[src/hw/sub_dp_pkg.sv]
// Function
// RQ1: literal op: decode, fetch, compute, write phases
// RQ2: minuend above accumulator sets carry
// RQ3: equal operands give zero, carry, zero flag
// RQ4: accumulator larger clears flags, result modulo 256; code clears carry and zero, nibble follows low borrow
// RQ5: register op opcode 00 0010, d, index
// RQ6: register op updates carry, nibble, zero only
// RQ7: register op phases; file destination keeps accumulator
// RQ8: literal op encoding 11 110x plus immediate
// RQ9: destination bit 0 accumulator, 1 register
// RQ10: nibble flag set when no low borrow
package sub_dp_pkg;

  // ****************************************************************
  // encoding
  // ****************************************************************
  localparam int          INSN_W      = 14;
  localparam int          DATA_W      = 8;
  localparam int          IDX_W       = 7;
  localparam logic [5:0]  FILE_OPC    = 6'h02;  // 00 0010
  localparam logic [4:0]  LIT_OPC     = 5'h1E;  // 11 110x
  localparam int          DEST_BIT    = 7;
  localparam logic [7:0]  ACC_RST     = 8'h00;
  localparam logic [1:0]  PHASE_LAST  = 2'h3;

  // quarter-cycle phases of one instruction cycle
  typedef enum logic [1:0]
  {
    PH_DECODE  = 2'b00,
    PH_READ    = 2'b01,
    PH_PROCESS = 2'b10,
    PH_WRITE   = 2'b11
  } phase_t;

  // decoded operation
  typedef enum logic [1:0]
  {
    OP_NONE    = 2'b00,
    OP_LIT     = 2'b01,
    OP_FILE    = 2'b10
  } op_t;

  // status flags carried as one group
  typedef struct packed
  {
    logic carry;
    logic nibble_borrow_flag;
    logic zero;
  } flags_t;

  // register-file write request
  typedef struct packed
  {
    logic             we;
    logic [IDX_W-1:0] idx;
    logic [DATA_W-1:0] data;
  } file_wr_t;

endpackage : sub_dp_pkg

[src/hw/sub_datapath.sv]
`timescale 1ns/1ps
`default_nettype none
// executes the two subtract operations over four phases
module sub_datapath
(
  // clock and reset
  input  wire logic                     sys_clk_i,
  input  wire logic                     nrst_i,
  // instruction and register read data
  input  wire logic [13:0]              insn_i,
  input  wire logic [7:0]               file_rdata_i,
  // phase and decode
  output logic      [1:0]               phase_o,
  output logic                          busy_o,
  // register file access
  output logic      [6:0]               file_raddr_o,
  output sub_dp_pkg::file_wr_t          file_wr_o,
  // architectural state
  output logic      [7:0]               acc_o,
  output sub_dp_pkg::flags_t            flags_o
);

  // ****************************************************************
  // state
  // ****************************************************************
  typedef struct packed
  {
    sub_dp_pkg::phase_t   phase;    // quarter cycle
    sub_dp_pkg::op_t      op;       // latched decode
    logic                 dest;     // destination select
    logic [6:0]           idx;      // register index
    logic [7:0]           operand;  // fetched minuend
    logic [7:0]           diff;     // computed result
    sub_dp_pkg::flags_t   nflags;   // computed flags
    logic [7:0]           acc;      // accumulator
    sub_dp_pkg::flags_t   flags;    // status flags
    sub_dp_pkg::file_wr_t wr;       // register write pulse
  } state_t;

  state_t st;
  state_t next_st;

  logic [7:0]         alu_diff;
  sub_dp_pkg::flags_t alu_flags;

  sub_alu #(.DATA_W(8)) u_alu
  (
    .minuend_i (st.operand),
    .acc_i     (st.acc),
    .diff_o    (alu_diff),
    .flags_o   (alu_flags)
  );

  // ****************************************************************
  // next state
  // ****************************************************************
  always_comb
  begin
    next_st = st;
    next_st.wr.we = 1'b0;  // write is a one-phase pulse
    next_st.phase = sub_dp_pkg::phase_t'(st.phase + 2'h1);
    unique case (st.phase)
      sub_dp_pkg::PH_DECODE:
      begin
        // decode; any other word still latches idx, dest and operand but sets no op
        next_st.idx  = insn_i[6:0];
        next_st.dest = insn_i[sub_dp_pkg::DEST_BIT];
        if (insn_i[13:8] == sub_dp_pkg::FILE_OPC)        // see RQ5
          next_st.op = sub_dp_pkg::OP_FILE;
        else if (insn_i[13:9] == sub_dp_pkg::LIT_OPC)    // see RQ8
          next_st.op = sub_dp_pkg::OP_LIT;
        else
          next_st.op = sub_dp_pkg::OP_NONE;
        next_st.operand = insn_i[7:0];                   // see RQ1
      end
      sub_dp_pkg::PH_READ:
      begin
        // literal already captured; register op reads now
        if (st.op == sub_dp_pkg::OP_FILE)
          next_st.operand = file_rdata_i;                // see RQ7
      end
      sub_dp_pkg::PH_PROCESS:
      begin
        next_st.diff   = alu_diff;                       // see RQ6
        next_st.nflags = alu_flags;
      end
      sub_dp_pkg::PH_WRITE:
      begin
        if (st.op != sub_dp_pkg::OP_NONE)
        begin
          next_st.flags = st.nflags;                     // see RQ6
          // literal op always writes the accumulator
          if (st.op == sub_dp_pkg::OP_LIT || !st.dest)   // see RQ9
            next_st.acc = st.diff;                       // see RQ1
          else
          begin
            // accumulator untouched when file is target
            next_st.wr.we   = 1'b1;                      // see RQ7
            next_st.wr.idx  = st.idx;
            next_st.wr.data = st.diff;
          end
        end
        next_st.op = sub_dp_pkg::OP_NONE;
      end
    endcase
  end

  // ****************************************************************
  // registers
  // ****************************************************************
  always_ff @(posedge sys_clk_i or negedge nrst_i)
  begin
    if (!nrst_i)
    begin
      st       <= '0;
      st.acc   <= sub_dp_pkg::ACC_RST;
      st.phase <= sub_dp_pkg::PH_DECODE;
    end
    else
      st <= next_st;
  end

  // ****************************************************************
  // outputs
  // ****************************************************************
  // the read address is the latched index, valid through the read phase
  assign phase_o      = st.phase;
  assign busy_o       = (st.op != sub_dp_pkg::OP_NONE);
  assign file_raddr_o = st.idx;
  assign file_wr_o    = st.wr;
  assign acc_o        = st.acc;
  assign flags_o      = st.flags;

endmodule // sub_datapath
`default_nettype wire

[src/hw/sub_alu.sv]
`timescale 1ns/1ps
`default_nettype none
// minuend minus accumulator with inverted-borrow flags
module sub_alu
#(
  parameter int DATA_W = 8
)
(
  // operands
  input  wire logic [DATA_W-1:0] minuend_i,
  input  wire logic [DATA_W-1:0] acc_i,
  // results
  output logic      [DATA_W-1:0] diff_o,
  output sub_dp_pkg::flags_t     flags_o
);

  logic [DATA_W:0] full;  // one extra bit holds the borrow
  logic [4:0]      low;   // low nibble with its borrow

  // ****************************************************************
  // subtraction
  // ****************************************************************
  always_comb
  begin
    full = {1'b0, minuend_i} - {1'b0, acc_i};
    low  = {1'b0, minuend_i[3:0]} - {1'b0, acc_i[3:0]};
    diff_o = full[DATA_W-1:0];                          // see RQ4
    flags_o.carry = ~full[DATA_W];                      // see RQ2
    flags_o.nibble_borrow_flag = ~low[4];               // see RQ10
    flags_o.zero = (full[DATA_W-1:0] == '0);            // see RQ3
  end

endmodule // sub_alu
`default_nettype wire

[config.mk]
export PLATFORM = sky130hd
export DESIGN_NAME = sub_datapath
export DESIGN_NICKNAME = d
export VERILOG_FILES = /design/src/hw/sub_dp_pkg.sv /design/src/hw/sub_datapath.sv /design/src/hw/sub_alu.sv
export SDC_FILE = /design/constraint.sdc
export NUM_CORES = 1
export LEC_CHECK = 0
export ABC_CLOCK_PERIOD_IN_PS = 3200
export BUFFER_PORTS_ARGS = -buffer_cell sky130_fd_sc_hd__buf_2
export CAP_MARGIN = 10
export CORE_MARGIN = 3
export CORE_UTILIZATION = 30
export CTS_CLUSTER_SIZE = 14
export DETAILED_ROUTE_END_ITERATION = 10
export HOLD_SLACK_MARGIN = 0.12
export REMOVE_ABC_BUFFERS = 1
export SYNTH_ARGS = -nofsm -noshare
export SYNTH_HDL_FRONTEND = slang
export SYNTH_SLANG_ARGS = --single-unit
[constraint.sdc]
create_clock -name sys_clk_i -period 3.2 [get_ports sys_clk_i]
set_input_delay 0.32 -clock sys_clk_i [delete_from_list [all_inputs] [get_ports sys_clk_i]]
set_output_delay 0.32 -clock sys_clk_i [all_outputs]
set_load 0.03 [all_outputs]
Word-level counts from Yosys, hierarchy flattened
Cells that the tools add are included. Widths: inputs -> output; s select.

Logic and storage cells: 49. Output and inout port bits: 37. Register bits after elaboration: 58. Bits of input ports: 24.

Muxes and demuxes: 8. Eq/ne operators: 8. Reduce and logical (&&, ||, !) cells: 11. Bitwise operators: 3. $add $sub $neg: 3.

Operators with widths (count): $mux 16 (3); $pmux 8 s2 (1); $sub 8x8->9 (1); $logic_not 8->1 (1); $mux 8 (1); $eq 2x2->1 const B (3); $eq 6x2->1 const B (1); $reduce_and 3->1 (2); $reduce_bool 2->1 (3); $eq 5x5->1 const B (1); $sub 4x4->5 (1); $eq 2x1->1 const B (2); $pmux 2 s2 (1); $reduce_and 2->1 (2); $not 1->1 (3); $add 2x1->2 const B (1); $logic_not 2->1 (1); $mux 2 (1); $ne 2x2->1 const B (1); $logic_not 1->1 (1); $logic_or 1x1->1 (1); $mux 1 (1).

Longest topological paths before layout
Gate-level depths: netlist of run 1.

Depth after elaboration: 5. Gate-level depth with buffers: 9. Mapped depth without buffers: 9.

Modules after synthesis
Synthesis of run 1 repeated with hierarchy kept, for this count alone.

Cell total of the unflattened synthesis: 232. Area, all modules: 3035.4 um^2.

Modules (own cells, without submodules): sub_datapath (times used 1, seq. area each 1451.4 um^2, area an instance 2650.0 um^2, cells each 180); sub_alu (times used 1, seq. area each 0.0 um^2, area an instance 385.4 um^2, cells each 52).

Least setup slack after synthesis of run 1
OpenSTA, ideal clock, no wires.

Kind: register -> register. Start: register st, in the netlist acc_o[0]. End: register st[27] (netlist bit). Clock period less this slack: 2.203 ns. Library setup time: 0.104 ns. Slack: 0.997 ns. Cell stages (with the launch flop): 9. Required time: 3.096 ns. Buffers on the path: 0. Arrival time: 2.099 ns. Path through: dfrtp_1 -> ha_1 -> fa_1 -> nand2b_1 -> nand2_1 -> a21oi_2 -> xnor2_1 -> or4_1 -> o41ai_2.

Cells in the longest elaborated chain, start to end: 2.

RTL lines: start: declaration (RTL line sub_datapath.sv:40) `state_t st;`; start signal: assignment (RTL line sub_datapath.sv:120) `st <= next_st;`; $sub 8x8->9 (RTL line sub_alu.sv:25) `full = {1'b0, minuend_i} - {1'b0, acc_i};`; $logic_not 8->1 (RTL line sub_alu.sv:30) `flags_o.zero = (full[DATA_W-1:0] == '0);`.

Every way passes these cells. A chain may end at the register's enable or synchronous reset.

Final worst setup path of run 1
Ends and elaborated chain as after synthesis.

==> impl_metrics.tcl, run 1 <==
set metrics [dict create \
    cap_viol_max_count 0 \
    utilization 0.352 \
    drive_gt1_frac 0.388 \
    area_delta_synth_final_pct 13.2 \
    setup_viol 0 \
    r2r_end "st[27]$_DFFE_PN0N_" \
    final_common_cell "buf_2" \
    synth_seq_area_share 0.501 \
    critPathRequiredTime_ns 3.43 \
    grt_pass1_vias 1857 \
    avgSynthCellArea_sq_um 11.5 \
    ant_nets 0 \
    cts_tree "done" \
    endpoint_kind "flip-flop" \
    vdd_drop_max_uv 204 \
    grt_pass1_wl_um 9420 \
    leakagePower_nw 1.71 \
    period_minus_slack_ns 2.32 \
    synthSimpleGateAreaFrac 0.0643 \
    num_vias 1796 \
    path_class "reg -> reg" \
    arrival_ns 2.55 \
    hpwl_um 4120 \
    clk_latency_ns 0.33 \
    cts_buffers 9 \
    hold_class "in -> async" \
    die_width_um 104 \
    ios 61 \
    drt-pass1-iter-count 4 \
    power.density_mw_per_mm2 612 \
    place_area_sq_mm 0.00309 \
    startpoint_type "flip-flop" \
    finalCritPeriodShare 0.726 \
    final-hold-violation-count 0 \
    fin_skew_ns 0.00873 \
    dr.first_iter.drc_count 33 \
    rsz0062_at_grt "false" \
    netlist_area_sq_mm 0.00290 \
    antenna_found_initial 0 \
    cts_sinks 58 \
    crit_path_max_fanout 3 \
    hold_slack_ns 0.139 \
    synth-seq-cells 58 \
    row_count 35 \
    seqCellArea_sq_mm 0.00145 \
    grt_overflow_total 0 \
    p_int_w 0.00137 \
    diodes 0 \
    r2r_start "acc_o[0]$_DFFE_PN0P_" \
    postSynthCellCount 251 \
    final_cell_area_sq_mm 0.00328 \
    cts.clk_slew.worst_paths_ns 0.06 \
    core_sq_mm 0.00933 \
    tightest_slew_ns 0.952 \
    synth_top_family_by_area "multiplexers" \
    start_util 0.311 \
    track_usage 0.110 \
    clkPwrFrac 0.321 \
    layout.cells.non_filler 418 \
    fillerInstances 954 \
    ctsResizeCount 0 \
    routedWlPerCell_um 13.2 \
    drv_slew 0 \
    synth_warnings 0 \
    synth_compound_area_frac 0.0622 \
    synth_cell_types 33 \
    grt_max_degree 44 \
    dp.cells 402 \
    die_h_um 104 \
    power_frac_seq 0.448 \
    synth_top_area_cell "dfrtp_1" \
    synthTopCellsByArea "dfrtp_1 50%, mux2_2 12%, buf_4 9.3%, ha_1 5.2%, mux2i_1 3.8%" \
    reg2reg_depth 8 \
    fmaxAchievable_mhz 431 \
    io_buffers 60 \
    via_per_inst 4.30 \
    nets 321 \
    r2r_slack_ns 0.88 \
    drc 0 \
    swShare 0.316 \
    htreeDepth 3 \
    root_buffer "clkbuf_8" \
    cts_buffer_depth 2 \
    synthAdderAreaFrac 0.0587 \
    multiInputGateArea_sq_mm 0.00109 \
    muxShareOfSynthArea 0.178 \
    post-cts-setup-buffers 0 \
    synthDominantCellAreaShare 0.501 \
    die_area_sq_mm 0.0109 \
    p_comb_frac 0.232 \
    relSlewSlack 0.365 \
    outcome "finished, final reports clean" \
    layout_common_cells "60 x buf_2, 58 x dfrtp_1, 31 x mux2_2" \
    p_sw_w 0.000635 \
    cts_hold_buf 0 \
    gpl.final_weighted_congestion 0.845 \
    synthXorXnorAreaFrac 0.0121 \
    routed_wl_um 5520 \
    fin_tns_setup_ns 0 \
]
## critical path, cell delays in order (launching register included)
cell and delay, ns:
dfrtp_1 0.40, ha_1 0.23, fa_1 0.40, nand2b_1 0.18, nand2_1 0.08, a21oi_2 0.07, xnor2_1 0.13, or4_1 0.54
o41ai_2 0.19
## logic make-up (layout without fill, tap and decap cells)
kind of cell    after synthesis  after routing
simple gates                 40             40
compound gates               30             30
mux                          47             47
flops                        58             58
xor+xnor                      4              4
buf+inv                      59             97
fa+ha+maj                    13             13
## power by group through the flow
stage / clock network [W] / logic [W] / registers [W]
floorplan: 0 / 0.000245 / 0.000987
finish: 0.000644 / 0.000465 / 0.000899
detailed placement: 0 / 0.000469 / 0.000916
CTS: 0.000670 / 0.000472 / 0.000902
global route: 0.000714 / 0.000516 / 0.000918
global placement: 0 / 0.000457 / 0.000913
## per-stage QoR
| step | setup WS [ns] | total power (W) |
|---|---|---|
| final | 0.878 | 0.00201 |
| after global routing | 0.762 | 0.00215 |
| after CTS | 0.856 | 0.00204 |
| after detailed placement | 0.873 | 0.00139 |
| after global placement | 0.940 | 0.00137 |
| after floorplan | 0.833 | 0.00123 |
## area by class of cell
cell class                      instances  share of cell area
Clock buffer                           10              0.0389
Multi-Input combinational cell        134               0.332
Tap cell                              129              0.0492
Clock inverter                          6              0.0176
Timing Repair Buffer                   64               0.101
Inverter                               17              0.0195
Sequential cell                        58               0.443
## metal layers
metal  up-vias  wire length (um)  track usage  part of all wire
met5         -                 0            0                 0
met2        48              2470        0.159              0.45
li1        883                 -            -                 -
met1       853              2610        0.147              0.47
met3        12               311       0.0329             0.056
met4         0               126       0.0627             0.023
## state kept, by name, indices dropped and copies added (netlist names)
| signal | cells |
|---|---|
| file_raddr_o | 7 |
| st | 22 |
| file_wr_o | 16 |
| acc_o | 8 |
| phase_o | 2 |
| flags_o | 3 |
## worst max-delay path by stage
| stage | startpoint | endpoint | slack (ns) | cells past startpoint |
|---|---|---|---|---|
| finish | acc_o[0]$_DFFE_PN0P_ | st[27]$_DFFE_PN0N_ | 0.88 | 8 |
| global route | acc_o[0]$_DFFE_PN0P_ | st[27]$_DFFE_PN0N_ | 0.76 | 8 |
| CTS | acc_o[0]$_DFFE_PN0P_ | st[27]$_DFFE_PN0N_ | 0.86 | 8 |
| detailed placement | acc_o[0]$_DFFE_PN0P_ | st[27]$_DFFE_PN0N_ | 0.87 | 8 |
| global placement | acc_o[0]$_DFFE_PN0P_ | st[27]$_DFFE_PN0N_ | 0.94 | 8 |
| floorplan | acc_o[0]$_DFFE_PN0P_ | st[27]$_DFFE_PN0N_ | 0.83 | 8 |
## synthesized netlist by cell type
cell,instances
nand2b_1,3
buf_2,2
o21bai_1,1
nor2_1,7
a21oi_2,1
fa_1,1
o41ai_1,1
o41ai_2,1
xnor2_1,3
or2_1,1
nand3_1,3
o21ai_0,14
a21o_1,1
nand4b_1,1
buf_4,36
mux2_2,31
a211oi_1,1
mux2_1,5
clkbuf_1,4
inv_1,17
o21a_1,1
xor2_1,1
nand2_1,17
nor3_1,3
a21oi_1,5
mux2i_1,11
nor2b_1,3
a31oi_1,1
dfrtp_1,58
nor4_1,1
o21ai_1,3
or4_1,1
ha_1,12
(Power assumes the default switching activity.)
==> inputs of run 2 (changes only) <==
--- a/config.mk
+++ b/config.mk
@@ -5,7 +5,8 @@
 export SDC_FILE = /design/constraint.sdc
 export NUM_CORES = 1
 export LEC_CHECK = 0
-export ABC_CLOCK_PERIOD_IN_PS = 3200
+export ABC_AREA = 1
+export ABC_CLOCK_PERIOD_IN_PS = 2300
 export BUFFER_PORTS_ARGS = -buffer_cell sky130_fd_sc_hd__buf_2
 export CAP_MARGIN = 10
 export CORE_MARGIN = 3
==> constraint.sdc (replaced) <==
create_clock -name sys_clk_i -period 2.3 [get_ports sys_clk_i]
set_input_delay 0.23 -clock sys_clk_i [delete_from_list [all_inputs] [get_ports sys_clk_i]]
set_output_delay 0.23 -clock sys_clk_i [all_outputs]
set_load 0.03 [all_outputs]
==> impl_metrics.tcl, run 2 <==
set metrics [dict create \
    final_cell_area_sq_mm 0.00350 \
    synth_ff_type "dfrtp_1" \
    leakagePower_nw 1.90 \
    top_layer "met4" \
    final-hold-violation-count 0 \
    via_per_inst 4.22 \
    largest_reg_flops 22 \
    min_path_cells 3 \
    cts_tree "done" \
    async_reset_ff_frac 1.00 \
    reg2reg_depth 11 \
    fin_tns_setup_ns 0 \
    synth-seq-cells 58 \
    postSynthCellCount 350 \
    avgSynthCellArea_sq_um 8.65 \
    diodes 0 \
    die_h_um 106 \
    hold_slack_ns 0.181 \
    yosysMostFrequentCell "nand2_1" \
    r2r_end "st[29]$_DFFE_PN0N_" \
    htreeDepth 3 \
    startpoint "acc_o[0]$_DFFE_PN0P_" \
    tightest_slew_ns 0.701 \
    synth_seq_area_share 0.479 \
    cts.clk_slew.worst_paths_ns 0.06 \
    ant_nets 0 \
    netlist_area_sq_mm 0.00303 \
    grt_overflow_total 0 \
    cap_viol_max_count 0 \
    power.density_mw_per_mm2 751 \
    track_usage 0.127 \
    io_buffers 60 \
    clk_latency_ns 0.33 \
    synth_top_area_cell "dfrtp_1" \
    root_buffer "clkbuf_8" \
    hold_path_end "st[54]$_DFFE_PN0P_" \
    wl_met2_um 3130 \
    path_class "reg -> reg" \
    grt_pass1_vias 2226 \
    ios 61 \
    arrival_ns 2.02 \
    dr.first_iter.drc_count 103 \
    ctsResizeCount 0 \
    routedWlPerCell_um 12.5 \
    regMostFlops "st" \
    nets 428 \
    hold_class "in -> reg" \
    rsz0062_at_grt "false" \
    hold_start "insn_i[9]" \
    critPathRequiredTime_ns 2.56 \
    gpl.final_weighted_congestion 0.814 \
    die_area_sq_mm 0.0113 \
    r2r_slack_ns 0.53 \
    drv_slew 0 \
    outcome "finished, final reports clean" \
    synthTopCellsByArea "dfrtp_1 48%, nand2_1 9.0%, buf_4 8.9%, inv_1 6.6%, ha_1 5.0%" \
    antenna_found_initial 0 \
    synth_cell_types 27 \
    layout.cells.non_filler 529 \
    wl_met3_um 278 \
    finalCritPeriodShare 0.769 \
    row_count 36 \
    synthTopCellsByCount "73 x nand2_1, 58 x dfrtp_1, 53 x inv_1" \
    hpwl_um 4920 \
    core_sq_mm 0.00977 \
    die_width_um 106 \
    start_util 0.310 \
    synth_edf_count 0 \
    startpoint_type "flip-flop" \
    cts_buffer_depth 2 \
    place_area_sq_mm 0.00323 \
    fmaxAchievable_mhz 566 \
    drc 0 \
    area_delta_synth_final_pct 15.6 \
    synth_warnings 0 \
    r2r_start "acc_o[0]$_DFFE_PN0P_" \
    relSlewSlack 0.532 \
    layout_common_cells "73 x nand2_1, 60 x buf_2, 58 x dfrtp_1" \
    grt_max_degree 31 \
    num_vias 2230 \
    period_minus_slack_ns 1.77 \
    routed_wl_um 6600 \
    grt_pass1_wl_um 11200 \
    vdd_drop_max_uv 218 \
    synthDominantCellAreaShare 0.479 \
    crit_path_max_fanout 3 \
    dp.cells 504 \
    cts_buffers 9 \
    cts_sinks 58 \
    drive_gt1_frac 0.230 \
    met1_length_um 3080 \
    final_common_cell "nand2_1" \
    drt-pass1-iter-count 4 \
    setup_viol 0 \
    fin_skew_ns 0.00586 \
    endpoint_kind "flip-flop" \
]
==> run 2: metal layers <==
metal,vias to the layer above,GRT usage
li1,1151,-
met1,1022,0.166
met2,48,0.204
met3,9,0.0304
met4,0,0.0466
met5,-,0
==> run 2: area by class of cell <==
cell class	instances	area, sq um
timing repair buffer	75	448
tap	133	166
inverter	55	206
clock inverter	2	10.0
fill	1033	6270
clock buffer	14	173
multi-input combinational	192	1040
sequential	58	1450
==> run 2: worst max-delay path by stage <==
stage | end | cells past startpoint
3_3_place_gp | st[29]$_DFFE_PN0N_ | 11
4_1_cts | st[29]$_DFFE_PN0N_ | 11
3_5_place_dp | st[29]$_DFFE_PN0N_ | 11
6_report | st[29]$_DFFE_PN0N_ | 11
5_1_grt | st[27]$_DFFE_PN0N_ | 8
2_1_floorplan | st[29]$_DFFE_PN0N_ | 11
==> run 2: worst max-delay path: stages, from the launching register on <==
cell     delay, ns
dfrtp_1       0.40
ha_1          0.24
fa_1          0.38
inv_1         0.10
nand2_1       0.05
nand2_1       0.08
nand3_1       0.09
nand2_1       0.07
nand2_1       0.06
nand2_1       0.06
nand2_1       0.05
a21oi_1       0.11
==> run 2: cell families after synthesis <==
kind of cell	after synthesis	share of synthesized area
buffers and inverters	100	0.176
AOI/OAI and AO/OA	58	0.102
and+or+nand+nor	112	0.155
adders and majority gates	13	0.0562
muxes	9	0.0310
DFF	58	0.479
==> run 2: through the flow <==
step / power, W / worst slack, ns / utilization
2_1_floorplan: 0.00158 / 0.526 / -
3_3_place_gp: 0.00178 / 0.572 / 0.330
3_5_place_dp: 0.00178 / 0.550 / 0.330
4_1_cts: 0.00268 / 0.533 / 0.358
5_1_grt: 0.00280 / 0.377 / 0.358
6_report: 0.00263 / 0.532 / 0.358
==> run 2: timing repair <==
action | in CTS | in global routing
endpoints found under the hold margin | 36 | 0
setup buffers | 0 | 0
hold buffers | 9 | 0
==> run 2: report_power, final <==
group / leakage (nW) / internal [W] / switching, W
Clock: 0.0965 / 0.000477 / 0.000387
Sequential: 0.729 / 0.00113 / 0.0000624
Combinational: 1.07 / 0.000193 / 0.000379
Total: 1.90 / 0.00180 / 0.000829
==> inputs of run 3 (changes only) <==
--- a/config.mk
+++ b/config.mk
@@ -5,8 +5,8 @@
 export SDC_FILE = /design/constraint.sdc
 export NUM_CORES = 1
 export LEC_CHECK = 0
-export ABC_AREA = 1
-export ABC_CLOCK_PERIOD_IN_PS = 2300
+export ABC_AREA = 0
+export ABC_CLOCK_PERIOD_IN_PS = 1700
 export BUFFER_PORTS_ARGS = -buffer_cell sky130_fd_sc_hd__buf_2
 export CAP_MARGIN = 10
 export CORE_MARGIN = 3
==> constraint.sdc (replaced) <==
create_clock -name sys_clk_i -period 1.7 [get_ports sys_clk_i]
set_input_delay 0.17 -clock sys_clk_i [delete_from_list [all_inputs] [get_ports sys_clk_i]]
set_output_delay 0.17 -clock sys_clk_i [all_outputs]
set_load 0.03 [all_outputs]
==> impl_metrics.tcl, run 3 (synthesized netlist as in run 1, its figures left out) <==
set metrics [dict create \
    worst_slack_ns -0.389 \
    routed_wl_um 5970 \
    cts_sinks 58 \
    place_area_sq_mm 0.00329 \
    grt_max_degree 59 \
    num_vias 1983 \
    die_h_um 104 \
    cts_buffers 9 \
    setup_viol 8 \
    met2_usage 0.184 \
    period_minus_slack_ns 2.09 \
    cap_viol_max_count 0 \
    grtUsageMet1 0.146 \
    tightest_slew_ns 0.386 \
    dr.first_iter.drc_count 40 \
    ant_nets 0 \
    grt_pass1_vias 2073 \
    reg2reg_depth 8 \
    gpl.final_weighted_congestion 0.859 \
    violations "negative setup slack" \
    hold_slack_ns 0.135 \
    layout.cells.non_filler 461 \
    drt-pass1-iter-count 4 \
    cts.clk_slew.worst_paths_ns 0.06 \
    hold_class "in -> reg" \
    regMostFlops "st" \
    drive_gt1_frac 0.479 \
    htreeDepth 3 \
    layout_common_cells "60 x buf_2, 57 x dfrtp_1, 28 x mux2_2" \
    fin_tns_setup_ns -1.57 \
    diodes 0 \
    final_common_cell "buf_2" \
    drc 0 \
    grt_overflow_total 0 \
    rsz0062_at_grt "true" \
    grt_pass1_wl_um 10200 \
    area_delta_synth_final_pct 32.0 \
    cts_buffer_depth 2 \
    critPathRequiredTime_ns 1.93 \
    endpoint_kind "flip-flop" \
    outcome "finished, violations left" \
    root_buffer "clkbuf_8" \
    arrival_ns 2.32 \
    clk_latency_ns 0.33 \
    hpwl_um 4200 \
    io_buffers 60 \
    nets 364 \
    row_count 35 \
    drv_slew 0 \
    core_sq_mm 0.00933 \
    power.density_mw_per_mm2 1080 \
    fmaxAchievable_mhz 479 \
    die_area_sq_mm 0.0109 \
    largest_reg_flops 22 \
    start_util 0.311 \
    pre_cts_ws_ns -0.592 \
    ios 61 \
    vdd_drop_max_uv 446 \
    leakagePower_nw 1.97 \
    relSlewSlack 0.740 \
    cts_tree "done" \
    dp.cells 423 \
    routedWlPerCell_um 13.0 \
    min_path_cells 3 \
    path_class "reg -> reg" \
    top_usage_layer "met2" \
    use_met3 0.0428 \
    via_per_inst 4.30 \
    final_cell_area_sq_mm 0.00383 \
    finalCritPeriodShare 1.23 \
    die_width_um 104 \
    startpoint_type "flip-flop" \
    crit_path_max_fanout 2 \
    track_usage 0.118 \
    final-hold-violation-count 0 \
    fin_skew_ns 0.00400 \
    antenna_found_initial 0 \
]
## run 3: changes by cell type in the layout (fill, tap and decap cells not counted), moves of 10 or more
cell | previous run | this run
mux2_2 | 3 | 28
inv_1 | 53 | 16
o21ai_0 | 23 | 13
o21ai_1 | 18 | 3
nand2_1 | 73 | 16
buf_4 | 5 | 27
## run 3: repair_timing
action	CTS	global route
endpoints found under the setup margin	8	10
hold buffers	15	0
resized for setup	25	8
pin swaps	10	2
buffers inserted	6	2
endpoints found under the hold margin	68	0
## run 3: worst paths after layout
path                                          start                       end  slack, ns
min                                 file_rdata_i[3]        st[41]$_DFFE_PN0P_       0.13
min in group asynchronous                    nrst_i      acc_o[3]$_DFFE_PN0P_       0.37
max in group asynchronous                    nrst_i      acc_o[1]$_DFFE_PN0P_       1.07
max                            acc_o[0]$_DFFE_PN0P_        st[27]$_DFFE_PN0N_      -0.39
min reg2reg                file_wr_o[1]$_DFFE_PN0P_  file_wr_o[1]$_DFFE_PN0P_       0.47
max reg2reg                    acc_o[0]$_DFFE_PN0P_        st[27]$_DFFE_PN0N_      -0.39
## run 3: stage by stage
stage,utilization,total power (W)
floorplan,-,0.00232
global placement,0.353,0.00273
detailed placement,0.353,0.00277
CTS,0.405,0.00413
global route,0.410,0.00441
finish,0.410,0.00414
## run 3: cell type report
type / count / area [sq um]
clock buffer: 13 / 149
inverter: 17 / 63.8
multi-input combinational: 134 / 1250
sequential: 58 / 1450
clock inverter: 3 / 15.0
fill: 896 / 5500
tap: 129 / 161
timing repair buffer: 107 / 736
## run 3: critical path, stage by stage, from the launching register on
cell and delay [ns]:
dfrtp_1 0.39, ha_2 0.21, fa_2 0.34, nand2b_4 0.17, nand2_4 0.08, a21oi_4 0.06
xnor2_2 0.13, or4_4 0.42, o41ai_2 0.20
## run 3: routing by layer
layer | share of wire | routed length (um)
met1 | 0.45 | 2660
met2 | 0.47 | 2810
met3 | 0.054 | 320
met4 | 0.030 | 181
met5 | 0 | 0
## run 3: power by group
part           switching (W)  internal [W]  total (W)  leakage (nW)
clock               0.000515      0.000562    0.00108        0.0872
combinational       0.000690      0.000689    0.00138          1.15
sequential          0.000116       0.00157    0.00169         0.730
